===== src/logic/smo_pkg.sv =====
// Purpose: Shared constants for the stop-mode output and retention block.
// Assumes: One 25 MHz clock; plain register port with 8-bit address.
// Notes:   Offsets, widths and reset values all live here.
package smo_pkg;
  localparam int DO_W     = 16;
  localparam int AO_N     = 32;
  localparam int AO_W     = 16;
  localparam int RNG_N    = 6;
  localparam int AREA_W   = 3;
  localparam int MADDR_W  = 16;
  localparam int ADDR_W   = 8;
  localparam int DATA_W   = 16;
  localparam int SIDX_W   = 4;

  // Memory area codes
  localparam logic [2:0] AREA_V = 3'h0;
  localparam logic [2:0] AREA_M = 3'h1;
  localparam logic [2:0] AREA_C = 3'h2;
  localparam logic [2:0] AREA_T = 3'h3;

  // Marker bytes saved automatically at power down
  localparam logic [15:0] MARK_AUTO_FIRST = 16'h0000;
  localparam logic [15:0] MARK_AUTO_LAST  = 16'h000D;
  localparam logic [3:0]  SAVE_LAST_IDX   = 4'hD;

  // Register offsets
  localparam logic [7:0] OFS_CTRL   = 8'h00;
  localparam logic [7:0] OFS_DTAB   = 8'h01;
  localparam logic [7:0] OFS_COMMIT = 8'h02;
  localparam logic [7:0] OFS_STAT   = 8'h03;
  localparam logic [7:0] OFS_AFRZ   = 8'h10;
  localparam logic [7:0] OFS_AFRZ_E = 8'h2F;
  localparam logic [7:0] OFS_RNG    = 8'h30;
  localparam logic [7:0] OFS_RNG_E  = 8'h41;
  localparam int         RNG_STRIDE = 3;

  // Field positions
  localparam int CTRL_DFRZ = 0;
  localparam int CTRL_AFRZ = 1;
  localparam int RCFG_EN   = 0;
  localparam int RCFG_AREA = 1;
  localparam int STAT_RUN  = 0;
  localparam int STAT_CFG  = 1;
  localparam int STAT_SAVE = 2;

  // Reset values
  localparam logic [15:0] DTAB_RST = 16'h0000;
  localparam logic [15:0] AFRZ_RST = 16'h0000;
  localparam logic [15:0] RNG_RST  = 16'h0000;

  typedef enum logic [1:0] {
    SMO_IDLE = 2'b01,
    SMO_SAVE = 2'b10
  } smo_save_t;
endpackage : smo_pkg


===== src/logic/smo_ctrl.sv =====
// Purpose: Stop-mode output states and retentive memory control.
// Assumes: run and program outputs come from logic on clk; pwr_fail is a pin.
// Notes:   Configuration is written to shadows and applied on commit.
//
// Decided for this implementation: the strobed register port and the register addresses.
`timescale 1ns/1ns
`default_nettype none
module smo_ctrl (
  input  wire logic        clk,
  input  wire logic        sys_rst,
  input  wire logic        ce,
  input  wire logic [7:0]  addr,
  input  wire logic [15:0] wdata,
  input  wire logic        wr,
  input  wire logic        rd,
  output var  logic [15:0] rdata_r,
  input  wire logic        run,
  input  wire logic [15:0] prog_dout,
  input  wire logic        prog_aw,
  input  wire logic [4:0]  prog_ach,
  input  wire logic [15:0] prog_adata,
  output var  logic [15:0] dout_r,
  output logic [511:0]     aout,
  input  wire logic        q_valid,
  input  wire logic [2:0]  q_area,
  input  wire logic [15:0] q_addr,
  input  wire logic        q_retentive_on_delay_timer,
  input  wire logic        q_status,
  output var  logic        r_valid_r,
  output var  logic        r_retain_r,
  input  wire logic        pwr_fail,
  output var  logic        save_req_r,
  output var  logic [3:0]  save_idx_r
);
  localparam int AO_N  = smo_pkg::AO_N;
  localparam int RNG_N = smo_pkg::RNG_N;

  // Shadow copy written by the bus, active copy used by the logic
  logic [15:0] ctrl_s_r;
  logic [15:0] dtab_s_r;
  logic [15:0] afrz_s_r [AO_N];
  logic [15:0] rcfg_s_r [RNG_N];
  logic [15:0] rbeg_s_r [RNG_N];
  logic [15:0] rend_s_r [RNG_N];
  logic        dfrz_a_r;
  logic        afrz_a_r;
  logic [15:0] dtab_a_r;
  logic [15:0] afrz_a_v_r [AO_N];
  logic [15:0] rcfg_a_r [RNG_N];
  logic [15:0] rbeg_a_r [RNG_N];
  logic [15:0] rend_a_r [RNG_N];
  logic        cfg_loaded_r;
  logic [15:0] aout_r [AO_N];
  logic        run_d_r;
  logic        pf_s;
  logic        pf_d_r;
  smo_pkg::smo_save_t save_st_r;

  // Decode
  wire         wr_ctrl   = wr && (addr == smo_pkg::OFS_CTRL);
  wire         wr_dtab   = wr && (addr == smo_pkg::OFS_DTAB);
  wire         wr_commit = wr && (addr == smo_pkg::OFS_COMMIT);
  wire         in_afrz   = (addr >= smo_pkg::OFS_AFRZ) && (addr <= smo_pkg::OFS_AFRZ_E);
  wire         in_rng    = (addr >= smo_pkg::OFS_RNG) && (addr <= smo_pkg::OFS_RNG_E);
  wire [7:0]   afrz_off  = addr - smo_pkg::OFS_AFRZ;
  wire [4:0]   afrz_idx  = afrz_off[4:0];
  wire [7:0]   rng_off   = addr - smo_pkg::OFS_RNG;
  wire [7:0]   rng_idx8  = rng_off / 8'(smo_pkg::RNG_STRIDE);
  wire [2:0]   rng_idx   = rng_idx8[2:0];
  wire [7:0]   rng_fld8  = rng_off % 8'(smo_pkg::RNG_STRIDE);
  wire [1:0]   rng_fld   = rng_fld8[1:0];
  wire         stop_edge = run_d_r && !run;
  wire         save_busy = (save_st_r == smo_pkg::SMO_SAVE);
  wire [15:0]  stat_w    = {13'h0000, save_busy, cfg_loaded_r, run};

  wire [15:0] rng_rd = (rng_fld == 2'h0) ? rcfg_s_r[rng_idx]
                     : (rng_fld == 2'h1) ? rbeg_s_r[rng_idx]
                     : rend_s_r[rng_idx];
  wire [15:0] rd_mux;
  assign rd_mux = (addr == smo_pkg::OFS_CTRL) ? ctrl_s_r
                : (addr == smo_pkg::OFS_DTAB) ? dtab_s_r
                : (addr == smo_pkg::OFS_STAT) ? stat_w
                : in_afrz ? afrz_s_r[afrz_idx]
                : in_rng  ? rng_rd
                : 16'h0000;

  // Register port: read data in the next cycle only
  always_ff @(posedge clk or posedge sys_rst) begin
    if (sys_rst) begin
      rdata_r <= 16'h0000;
    end else if (ce) begin
      rdata_r <= rd ? rd_mux : 16'h0000;
    end
  end

  // Shadow configuration, written piecewise during download
  always_ff @(posedge clk or posedge sys_rst) begin
    if (sys_rst) begin
      ctrl_s_r <= 16'h0000;
      dtab_s_r <= smo_pkg::DTAB_RST;
      for (int i = 0; i < AO_N; i++) afrz_s_r[i] <= smo_pkg::AFRZ_RST;
      for (int i = 0; i < RNG_N; i++) begin
        rcfg_s_r[i] <= smo_pkg::RNG_RST;
        rbeg_s_r[i] <= smo_pkg::RNG_RST;
        rend_s_r[i] <= smo_pkg::RNG_RST;
      end
    end else if (ce && wr) begin
      if (wr_ctrl) begin
        ctrl_s_r <= wdata;
      end else if (wr_dtab) begin
        dtab_s_r <= wdata;
      end else if (in_afrz) begin
        afrz_s_r[afrz_idx] <= wdata;
      end else if (in_rng && rng_fld == 2'h0) begin
        rcfg_s_r[rng_idx] <= wdata;
      end else if (in_rng && rng_fld == 2'h1) begin
        rbeg_s_r[rng_idx] <= wdata;
      end else if (in_rng) begin
        rend_s_r[rng_idx] <= wdata;
      end
    end
  end

  // Commit: the whole block takes effect at once, never half-written
  always_ff @(posedge clk or posedge sys_rst) begin
    if (sys_rst) begin
      dfrz_a_r     <= 1'b0;
      afrz_a_r     <= 1'b0;
      dtab_a_r     <= smo_pkg::DTAB_RST;
      cfg_loaded_r <= 1'b0;
      for (int i = 0; i < AO_N; i++) afrz_a_v_r[i] <= smo_pkg::AFRZ_RST;
      for (int i = 0; i < RNG_N; i++) begin
        rcfg_a_r[i] <= smo_pkg::RNG_RST;
        rbeg_a_r[i] <= smo_pkg::RNG_RST;
        rend_a_r[i] <= smo_pkg::RNG_RST;
      end
    end else if (ce && wr_commit) begin
      dfrz_a_r     <= ctrl_s_r[smo_pkg::CTRL_DFRZ];
      afrz_a_r     <= ctrl_s_r[smo_pkg::CTRL_AFRZ];
      dtab_a_r     <= dtab_s_r;
      cfg_loaded_r <= 1'b1;
      for (int i = 0; i < AO_N; i++) afrz_a_v_r[i] <= afrz_s_r[i];
      for (int i = 0; i < RNG_N; i++) begin
        rcfg_a_r[i] <= rcfg_s_r[i];
        rbeg_a_r[i] <= rbeg_s_r[i];
        rend_a_r[i] <= rend_s_r[i];
      end
    end
  end

  // Digital outputs
  always_ff @(posedge clk or posedge sys_rst) begin
    if (sys_rst) begin
      run_d_r <= 1'b0;
      dout_r  <= 16'h0000;
    end else if (ce) begin
      run_d_r <= run;
      if (run) begin
        dout_r <= prog_dout;
      end else if (stop_edge && !dfrz_a_r) begin
        dout_r <= dtab_a_r;
      end
    end
  end

  // Analog outputs; in stop nothing but the edge touches them
  always_ff @(posedge clk or posedge sys_rst) begin
    if (sys_rst) begin
      for (int i = 0; i < AO_N; i++) aout_r[i] <= 16'h0000;
    end else if (ce) begin
      if (run && prog_aw) begin
        aout_r[prog_ach] <= prog_adata;
      end else if (stop_edge && !afrz_a_r) begin
        for (int i = 0; i < AO_N; i++) aout_r[i] <= afrz_a_v_r[i];
      end
    end
  end

  for (genvar g = 0; g < AO_N; g++) begin : g_aout
    assign aout[g*16 +: 16] = aout_r[g];
  end

  // Retention ranges
  logic [RNG_N-1:0] hit;
  logic [RNG_N-1:0] mcov;
  for (genvar g = 0; g < RNG_N; g++) begin : g_rng
    smo_range u_rng (
      .en       (rcfg_a_r[g][smo_pkg::RCFG_EN]),
      .area     (rcfg_a_r[g][smo_pkg::RCFG_AREA +: smo_pkg::AREA_W]),
      .start    (rbeg_a_r[g]),
      .stop     (rend_a_r[g]),
      .q_area   (q_area),
      .q_addr   (q_addr),
      .hit      (hit[g]),
      .mark_cov (mcov[g])
    );
  end

  // A timer only counts if retentive on-delay; timer and counter status bits never count
  wire kind_ok = (q_area != smo_pkg::AREA_T) || q_retentive_on_delay_timer;
  wire not_bit = !(q_status && (q_area == smo_pkg::AREA_T
                 || q_area == smo_pkg::AREA_C));
  wire retain  = (|hit) && kind_ok && not_bit;
  wire auto_en = |mcov;

  always_ff @(posedge clk or posedge sys_rst) begin
    if (sys_rst) begin
      r_valid_r  <= 1'b0;
      r_retain_r <= 1'b0;
    end else if (ce) begin
      r_valid_r  <= q_valid;
      r_retain_r <= q_valid && retain;
    end
  end

  // Power-down auto save of marker bytes 0..13
  smo_sync u_pf (
    .clk     (clk),
    .sys_rst (sys_rst),
    .ce      (ce),
    .d       (pwr_fail),
    .q       (pf_s)
  );

  wire pf_rise = pf_s && !pf_d_r;

  always_ff @(posedge clk or posedge sys_rst) begin
    if (sys_rst) begin
      pf_d_r     <= 1'b0;
      save_st_r  <= smo_pkg::SMO_IDLE;
      save_req_r <= 1'b0;
      save_idx_r <= 4'h0;
    end else if (ce) begin
      pf_d_r <= pf_s;
      case (save_st_r)
        smo_pkg::SMO_IDLE: begin
          save_req_r <= 1'b0;
          save_idx_r <= 4'h0;
          if (pf_rise && auto_en) begin
            save_st_r  <= smo_pkg::SMO_SAVE;
            save_req_r <= 1'b1;
          end
        end
        smo_pkg::SMO_SAVE: begin
          if (save_idx_r == smo_pkg::SAVE_LAST_IDX) begin
            save_st_r  <= smo_pkg::SMO_IDLE;
            save_req_r <= 1'b0;
            save_idx_r <= 4'h0;
          end else begin
            save_idx_r <= save_idx_r + 4'h1;
          end
        end
        default: save_st_r <= smo_pkg::SMO_IDLE;
      endcase
    end
  end
endmodule : smo_ctrl
`default_nettype wire


===== src/logic/smo_sync.sv =====
// Purpose: Two-stage synchroniser for a pin input.
// Assumes: Input is asynchronous to clk.
// Notes:   First stage feeds only the second stage.
`timescale 1ns/1ns
`default_nettype none
module smo_sync (
  input  wire logic clk,
  input  wire logic sys_rst,
  input  wire logic ce,
  input  wire logic d,
  output var  logic q
);
  logic meta_r;

  always_ff @(posedge clk or posedge sys_rst) begin
    if (sys_rst) begin
      meta_r <= 1'b0;
      q      <= 1'b0;
    end else if (ce) begin
      meta_r <= d;
      q      <= meta_r;
    end
  end
endmodule : smo_sync
`default_nettype wire


===== src/logic/smo_range.sv =====
// Purpose: One retentive range: hit test and marker auto-save coverage.
// Assumes: Range is inclusive, start not above end.
// Notes:   Areas outside V, M, C and T never hit.
`timescale 1ns/1ns
`default_nettype none
module smo_range (
  input  wire logic        en,
  input  wire logic [2:0]  area,
  input  wire logic [15:0] start,
  input  wire logic [15:0] stop,
  input  wire logic [2:0]  q_area,
  input  wire logic [15:0] q_addr,
  output logic             hit,
  output logic             mark_cov
);
  wire area_ok = (area <= smo_pkg::AREA_T);
  assign hit = en && area_ok && (area == q_area)
               && (q_addr >= start) && (q_addr <= stop);
  assign mark_cov = en && (area == smo_pkg::AREA_M)
                    && (start == smo_pkg::MARK_AUTO_FIRST)
                    && (stop >= smo_pkg::MARK_AUTO_LAST);
endmodule : smo_range
`default_nettype wire


===== config.mk =====
export PLATFORM = sky130hd
export DESIGN_NAME = smo_ctrl
export DESIGN_NICKNAME = d
export VERILOG_FILES = /design/src/logic/smo_pkg.sv /design/src/logic/smo_ctrl.sv /design/src/logic/smo_sync.sv /design/src/logic/smo_range.sv
export SDC_FILE = /design/constraint.sdc
export NUM_CORES = 2
export LEC_CHECK = 0
export ABC_AREA = 1
export BUFFER_PORTS_ARGS = -buffer_cell sky130_fd_sc_hd__buf_4
export CORE_MARGIN = 3
export CORE_UTILIZATION = 30
export DETAILED_ROUTE_END_ITERATION = 16
export GPL_TIMING_DRIVEN = 0
export PLACE_DENSITY = 0.47
export SYNTH_ARGS = -nofsm -noshare
export SYNTH_HDL_FRONTEND = slang
export SYNTH_HIERARCHICAL = 1
export SYNTH_SLANG_ARGS = --single-unit

===== constraint.sdc =====
create_clock -name clk -period 64.1 [get_ports clk]
set_input_delay 6.41 -clock clk [delete_from_list [all_inputs] [get_ports clk]]
set_output_delay 6.41 -clock clk [all_outputs]
set_load 0.01 [all_outputs]

==> After elaboration in Yosys (flattened, before gate mapping) <==
Cells that the tools add are included.
{ "classes": {"add_sub_neg": 3, "div_mod_pow": 2, "magnitude_cmp": 34, "eq_ne": 24, "mux": 43, "n_bitwise": 8, "n_reduce_logical": 95} }
{ "ops": {"columns": ["operator", "count"], "rows": [
  ["$bwmux W512", 2],
  ["$mux W512", 2],
  ["$mux W16", 21],
  ["$bwmux W96", 3],
  ["$demux W16 S5", 2],
  ["$bmux W16 S3", 3],
  ["$ge A16 B16 Y1", 6],
  ["$ge A16 B4 Y1 const B", 6],
  ["$le A16 B16 Y1", 6],
  ["$logic_not A16 Y1", 6],
  ["$bmux W16 S5", 1],
  ["$logic_and A1 B1 Y1", 64],
  ["$demux W16 S3", 1],
  ["$eq A3 B1 Y1 const B", 6],
  ["$eq A3 B3 Y1", 6],
  ["$le A3 B2 Y1 const B", 6],
  ["$eq A8 B2 Y1 const B", 2],
  ["$ge A6 B6 Y1 const B", 2],
  ["$lt A6 B1 Y1 const B", 2],
  ["$not A5 Y6", 2],
  ["$reduce_or A6 Y1", 2],
  ["$reduce_and A3 Y1", 3],
  ["$div A8 B2 Y8 const B", 1],
  ["$eq A8 B1 Y1 const B", 1],
  ["other kinds (35)", 53]
]} }
{ "word_totals": {"ff_bits": 2136, "output_inout_bits": 551, "word_cells": 358} }

==> Depth between registers and ports, before layout <==
{ "logic_depth": {"depth_word": 14, "depth_mapped": 46} }

==> By module <==
The synthesis kept the hierarchy.
{ "by_module_without_submodules": {"columns": ["module", "n_inst", "cells_each", "area_per_inst_um2"], "rows": [
  ["smo_ctrl", 1, 8839, 87229.9],
  ["smo_range", 6, 168, 1002.2],
  ["smo_sync", 1, 10, 80.1]
]} }

==> Worst setup path after synthesis <==
Ideal clock, no wire load.
{ "synth_path": {"path_kind": "input to register", "startpoint": "input port addr[4]", "endpoint": "register rdata_r[8]", "setup_time_ns": 0.117, "t_arrival_ns": 11.285, "required_time_ns": 63.983, "path_slack_ns": 52.699, "path_stages": 41, "path_cell_list": "inv_1 clkbuf_1 buf_1 ha_1 clkbuf_1 nand3_1 nand3_1 inv_1 nand2_1 nand2_2 nand3_1 nand2_1 nand3_2 nand3_4 nand2_1 nand2_2 inv_1 ha_1 (+5 left out) ha_1 nor2_1 nand3_1 nor2_4 nand2_1 buf_4 buf_4 clkbuf_1 o21ai_0 o21ai_0 nand4_1 nand3_1 nand2_1 nand2_1 nand2_1 nand2_1 nand2_1 nand2_1"} }
{ "synth_between": {"elab_chain_len": 14, "word_cells_on_any_way": 37, "classes_between": "2 x add/sub; 2 x div; 4 x order compare; 3 x eq/ne; 20 x mux; 2 x bitwise; 4 x reduce/logical"} }
{ "synth_lines": {"columns": ["element", "line", "source"], "rows": [
  ["start, declared", "smo_ctrl.sv:12", "input wire logic [7:0] addr,"],
  ["$sub A8 B6 Y8", "smo_ctrl.sv:67", "wire [7:0] rng_off = addr - smo_pkg::OFS_RNG;"],
  ["$div A8 B2 Y8", "smo_ctrl.sv:68", "wire [7:0] rng_idx8 = rng_off / 8'(smo_pkg::RNG_STRIDE);"],
  ["$not A3 Y4 (implied by the code)", "smo_ctrl.sv:76, smo_ctrl.sv:77, smo_ctrl.sv:78", null],
  ["$bmux W16 S3 (on tied branches)", "smo_ctrl.sv:78, smo_ctrl.sv:77", null],
  ["$mux W16 (on tied branches) (2 in series)", "smo_ctrl.sv:78, smo_ctrl.sv:77", null],
  ["$mux W16", "smo_ctrl.sv:77", ": (rng_fld == 2'h1) ? rbeg_s_r[rng_idx]"],
  ["$mux W16", "smo_ctrl.sv:76", "wire [15:0] rng_rd = (rng_fld == 2'h0) ? rcfg_s_r[rng_idx]"],
  ["$mux W16", "smo_ctrl.sv:84", ": in_rng ? rng_rd"],
  ["$mux W16", "smo_ctrl.sv:83", ": in_afrz ? afrz_s_r[afrz_idx]"],
  ["$mux W16", "smo_ctrl.sv:82", ": (addr == smo_pkg::OFS_STAT) ? stat_w"],
  ["$mux W16", "smo_ctrl.sv:81", ": (addr == smo_pkg::OFS_DTAB) ? dtab_s_r"],
  ["$mux W16 (*)", "smo_ctrl.sv:80", "assign rd_mux = (addr == smo_pkg::OFS_CTRL) ? ctrl_s_r"],
  ["$mux W16 (*)", "smo_ctrl.sv:92", "rdata_r <= rd ? rd_mux : 16'h0000;"],
  ["end signal, assigned", "smo_ctrl.sv:92", null],
  ["end, declared", "smo_ctrl.sv:16", "output var logic [15:0] rdata_r,"]
]} }
Mark *: on every way between the ends. The rest lies on a longest branch, timed or not. The select of a mux whose other input is x is not followed.
A chain may end at the register's enable or synchronous reset.

==> Final worst setup path <==
{ "layout_path": {"startpoint": "input port addr[4]", "endpoint": "register rdata_r[4]"} }
The elaborated chain is that of the path after synthesis.

==> flow_summary.yaml <==
synth:
  synth_warnings: 6
  synth_edf_count: 0
  synth_cells: 9857
  synthSimpleGateAreaFrac: 0.142
  synthXorXnorAreaFrac: 0.000845
  synth_top_family_by_area: "simple AND/OR/NAND/NOR gates"
  synthMuxAreaShare: 0.0662
  netlist-cell-type-count: 52
  syn_nets: 10200
  avgSynthCellArea_sq_um: 9.47
  synth_area_leaders: "dfrtp_1, nand2_1, mux2_2"
  async_flop_share: 1.00
  syn_area_sq_mm: 0.0933
  synth_top_area_share: 0.572
  synth-compound-area-share: 0.139
  synth_most_common_cell: "nand2_1"
  netlist_top_cells_count: "nand2_1, dfrtp_1, o21ai_0"
  ys_seq_elements: 2136
  synth_top_flop_cell: "dfrtp_1"
  ys_seq_area_frac: 0.573
  netlist.top_cell.by_area: "dfrtp_1"
  synthAdderAreaFrac: 0.0272
critical_path:
  max_stage_delay_ns: 0.58
  crit_path_end_kind: "register"
  start_kind: "input pin"
  crit_fanout: 11
  path_class: "input pin to register"
  cpMostUsedCell: "nand2_1"
  crit_slowest_cell: "o21ai_0"
  worstPathRequired_ns: 65.00
  critPathArrivalTime_ns: 14.60
global_route:
  grt_first_pass_wirelength_um: 631000
  antenna_found_initial: 40
  grt.overflow.total: 0
  grt_start_max_net_pins: 45
  grt_pass1_vias: 79500
  grtUsageTotal: 0.281
sta:
  setup_viol: 0
  slew_violations: 82
  hold_ws_ns: 0.468
  clock_skew_ns: 0.113
  hold_viol: 0
  worst_pin_slew_ns: 1.59
  rsz0062_at_grt: "no"
  finalCritPeriodShare: 0.214
  finalSetupTns_ns: 0
  max_freq_ghz: 0.0730
  finalCriticalPeriod_ns: 13.70
  slew_headroom: -0.0592
pwr:
  cellPowerDensity_mw_per_mm2: 33.2
  combPwrFrac: 0.188
  switching_share: 0.321
  clockPowerShare: 0.382
  p_int_mw: 2.54
  p_leak_nw: 51.6
  ir_drop_mv: 0.0262
  power_frac_seq: 0.430
  p_switching_mw: 1.20
clock_tree:
  cts_tree: "done"
  clock-sinks: 2136
  cts_made_buffers: 240
  htreeDepth: 4
  clkTransAtPathRegs_ns: 0.06
  cts_buffer_depth: 4
  cts.hold.buffers_added: 0
  clk_latency_ns: 0.96
  cts_resized: 0
  cts_root_buffer: "clkbuf_16"
  cts_setup_buffers: 0
placed_design:
  placed_area_sq_mm: 0.105
  dpl.hpwl_um: 350000
  gp_congestion: 1.02
  port_buffers: 628
die:
  start_util: 0.302
  die_y_um: 564
  fp-row-count: 204
  fp.dieW_um: 564
  io_pins: 642
  core-area_sq_mm: 0.309
  design.die.area_sq_mm: 0.318
run_status:
  status: "finished, violations left"
  violations: "max-capacitance violations, max-slew violations"
route:
  via_count: 82100
  route.detailed.drc: 0
  drt-wirelength-per-cell_um: 30.5
  vias_per_cell: 5.43
  drt_first_pass_iters: 9
  wl_um: 461000
  drtAntennaViolNets: 0
  drt_iter0_drc: 9449
cells_and_area:
  nets: 11100
  utilization: 0.364
  layout-drive-gt1-share: 0.163
  area_delta_synth_final_pct: 20.7
  design_area_sq_mm: 0.113
run:
  drv_cap: 11
worst_hold_path:
  hold_path.class: "register to register"
## cell families after synthesis
group                    count (synthesis)
AO/OA/AOI/OAI                         2367
XOR/XNOR                                 9
adder cells (fa/ha/maj)                203
buffers and inverters                 1260
flip-flops                            2136
multiplexers                           549
AND/OR/NAND/NOR                       3333
## final cells by class
cell class	count	area, sq um
Fill cell	31600	197000
Timing Repair Buffer	696	6050
Sequential cell	2136	53500
Inverter	569	2140
Clock buffer	348	6950
Multi-Input combinational cell	6461	35100
Clock inverter	78	1040
Tap cell	4120	5150
Buffer	691	2730
Antenna cell	17	42.5
## cells in the final DEF, fill, tap and decap left out, types with 7 or more instances in the layout
cell and count:
mux2_2 547, nand2_1 2175, diode_2 17, a21oi_2 7, a31oi_1 478, inv_2 28
clkbuf_16 242, clkbuf_8 50, buf_1 58, nand2_2 12, buf_12 60, nor2_2 16
clkbuf_2 20, dfrtp_1 2135, and2_1 7, buf_2 60, o21ai_0 1110, nor3_1 22
bufinv_16 19, nor2_1 856, o22ai_1 320, nand4_1 94, nand3_1 97, a21oi_1 330
clkinv_1 15, clkinv_2 46, o21ai_1 94, buf_4 635, ha_1 203, nor2_4 14
nor4_1 25, clkbuf_1 602, inv_1 525
## per-stage QoR
stage / total power [mW] / instances / setup slack [ns]
4_1_cts: 3.74 / 15100 / 50.65
3_3_place_gp: 2.31 / 14600 / 15.43
2_1_floorplan: 1.90 / 9857 / 28.05
3_5_place_dp: 2.32 / 14700 / 49.65
5_1_grt: 3.86 / 15100 / 49.97
6_report: 3.73 / 15100 / 50.40
## critical path: cells and delay by family
kind	cells	cell delay [ns]
AND/OR/NAND/NOR	26	3.88
buffers and inverters	12	2.64
adder cells (fa/ha/maj)	3	0.76
AO/OA/AOI/OAI	1	0.58
XOR/XNOR	1	0.26
## sequential cells by signal (all words and copies together), names as in the netlist, 24 cells and up
| signal | cells |
|---|---|
| afrz_a_v_r | 512 |
| afrz_s_r | 512 |
| aout | 512 |
| rbeg_a_r | 96 |
| rbeg_s_r | 96 |
| rcfg_a_r | 24 |
| rcfg_s_r | 96 |
| rend_a_r | 96 |
| rend_s_r | 96 |
## routing by layer
layer  up-vias  track usage  routed length, um
li1      35200            -                  -
met1     42000        0.373             191000
met2      4056        0.428             202000
met3       878       0.0718              42700
met4        18        0.134              25300
met5         -            0                129
## final timing paths
| path | from | endpoint | slack [ns] | cells past startpoint |
|---|---|---|---|---|
| max reg2reg | rend_a_r[15]$_DFFE_PP0P_ | r_retain_r$_DFFE_PP0P_ | 60.20 | 13 |
| max in group asynchronous | sys_rst | aout[259]$_DFFE_PP0P_ | 55.43 | 12 |
| min reg2reg | cfg_loaded_r$_DFFE_PP0P_ | cfg_loaded_r$_DFFE_PP0P_ | 0.47 | 2 |
| min | cfg_loaded_r$_DFFE_PP0P_ | cfg_loaded_r$_DFFE_PP0P_ | 0.47 | 2 |
| min in group asynchronous | sys_rst | u_pf/meta_r$_DFFE_PP0P_ | 5.40 | 2 |
| max | addr[4] | rdata_r[4]$_DFFE_PP0P_ | 50.40 | 43 |
## power groups by stage
stage / Sequential [mW] / Combinational [mW] / Clock [mW]
after floorplan: 1.61 / 0.298 / 0
after global placement: 1.63 / 0.676 / 0
after detailed placement: 1.62 / 0.695 / 0
after CTS: 1.60 / 0.697 / 1.44
after global routing: 1.61 / 0.754 / 1.50
final: 1.61 / 0.701 / 1.43
No activity file was read; power rests on OpenSTA's default activity.
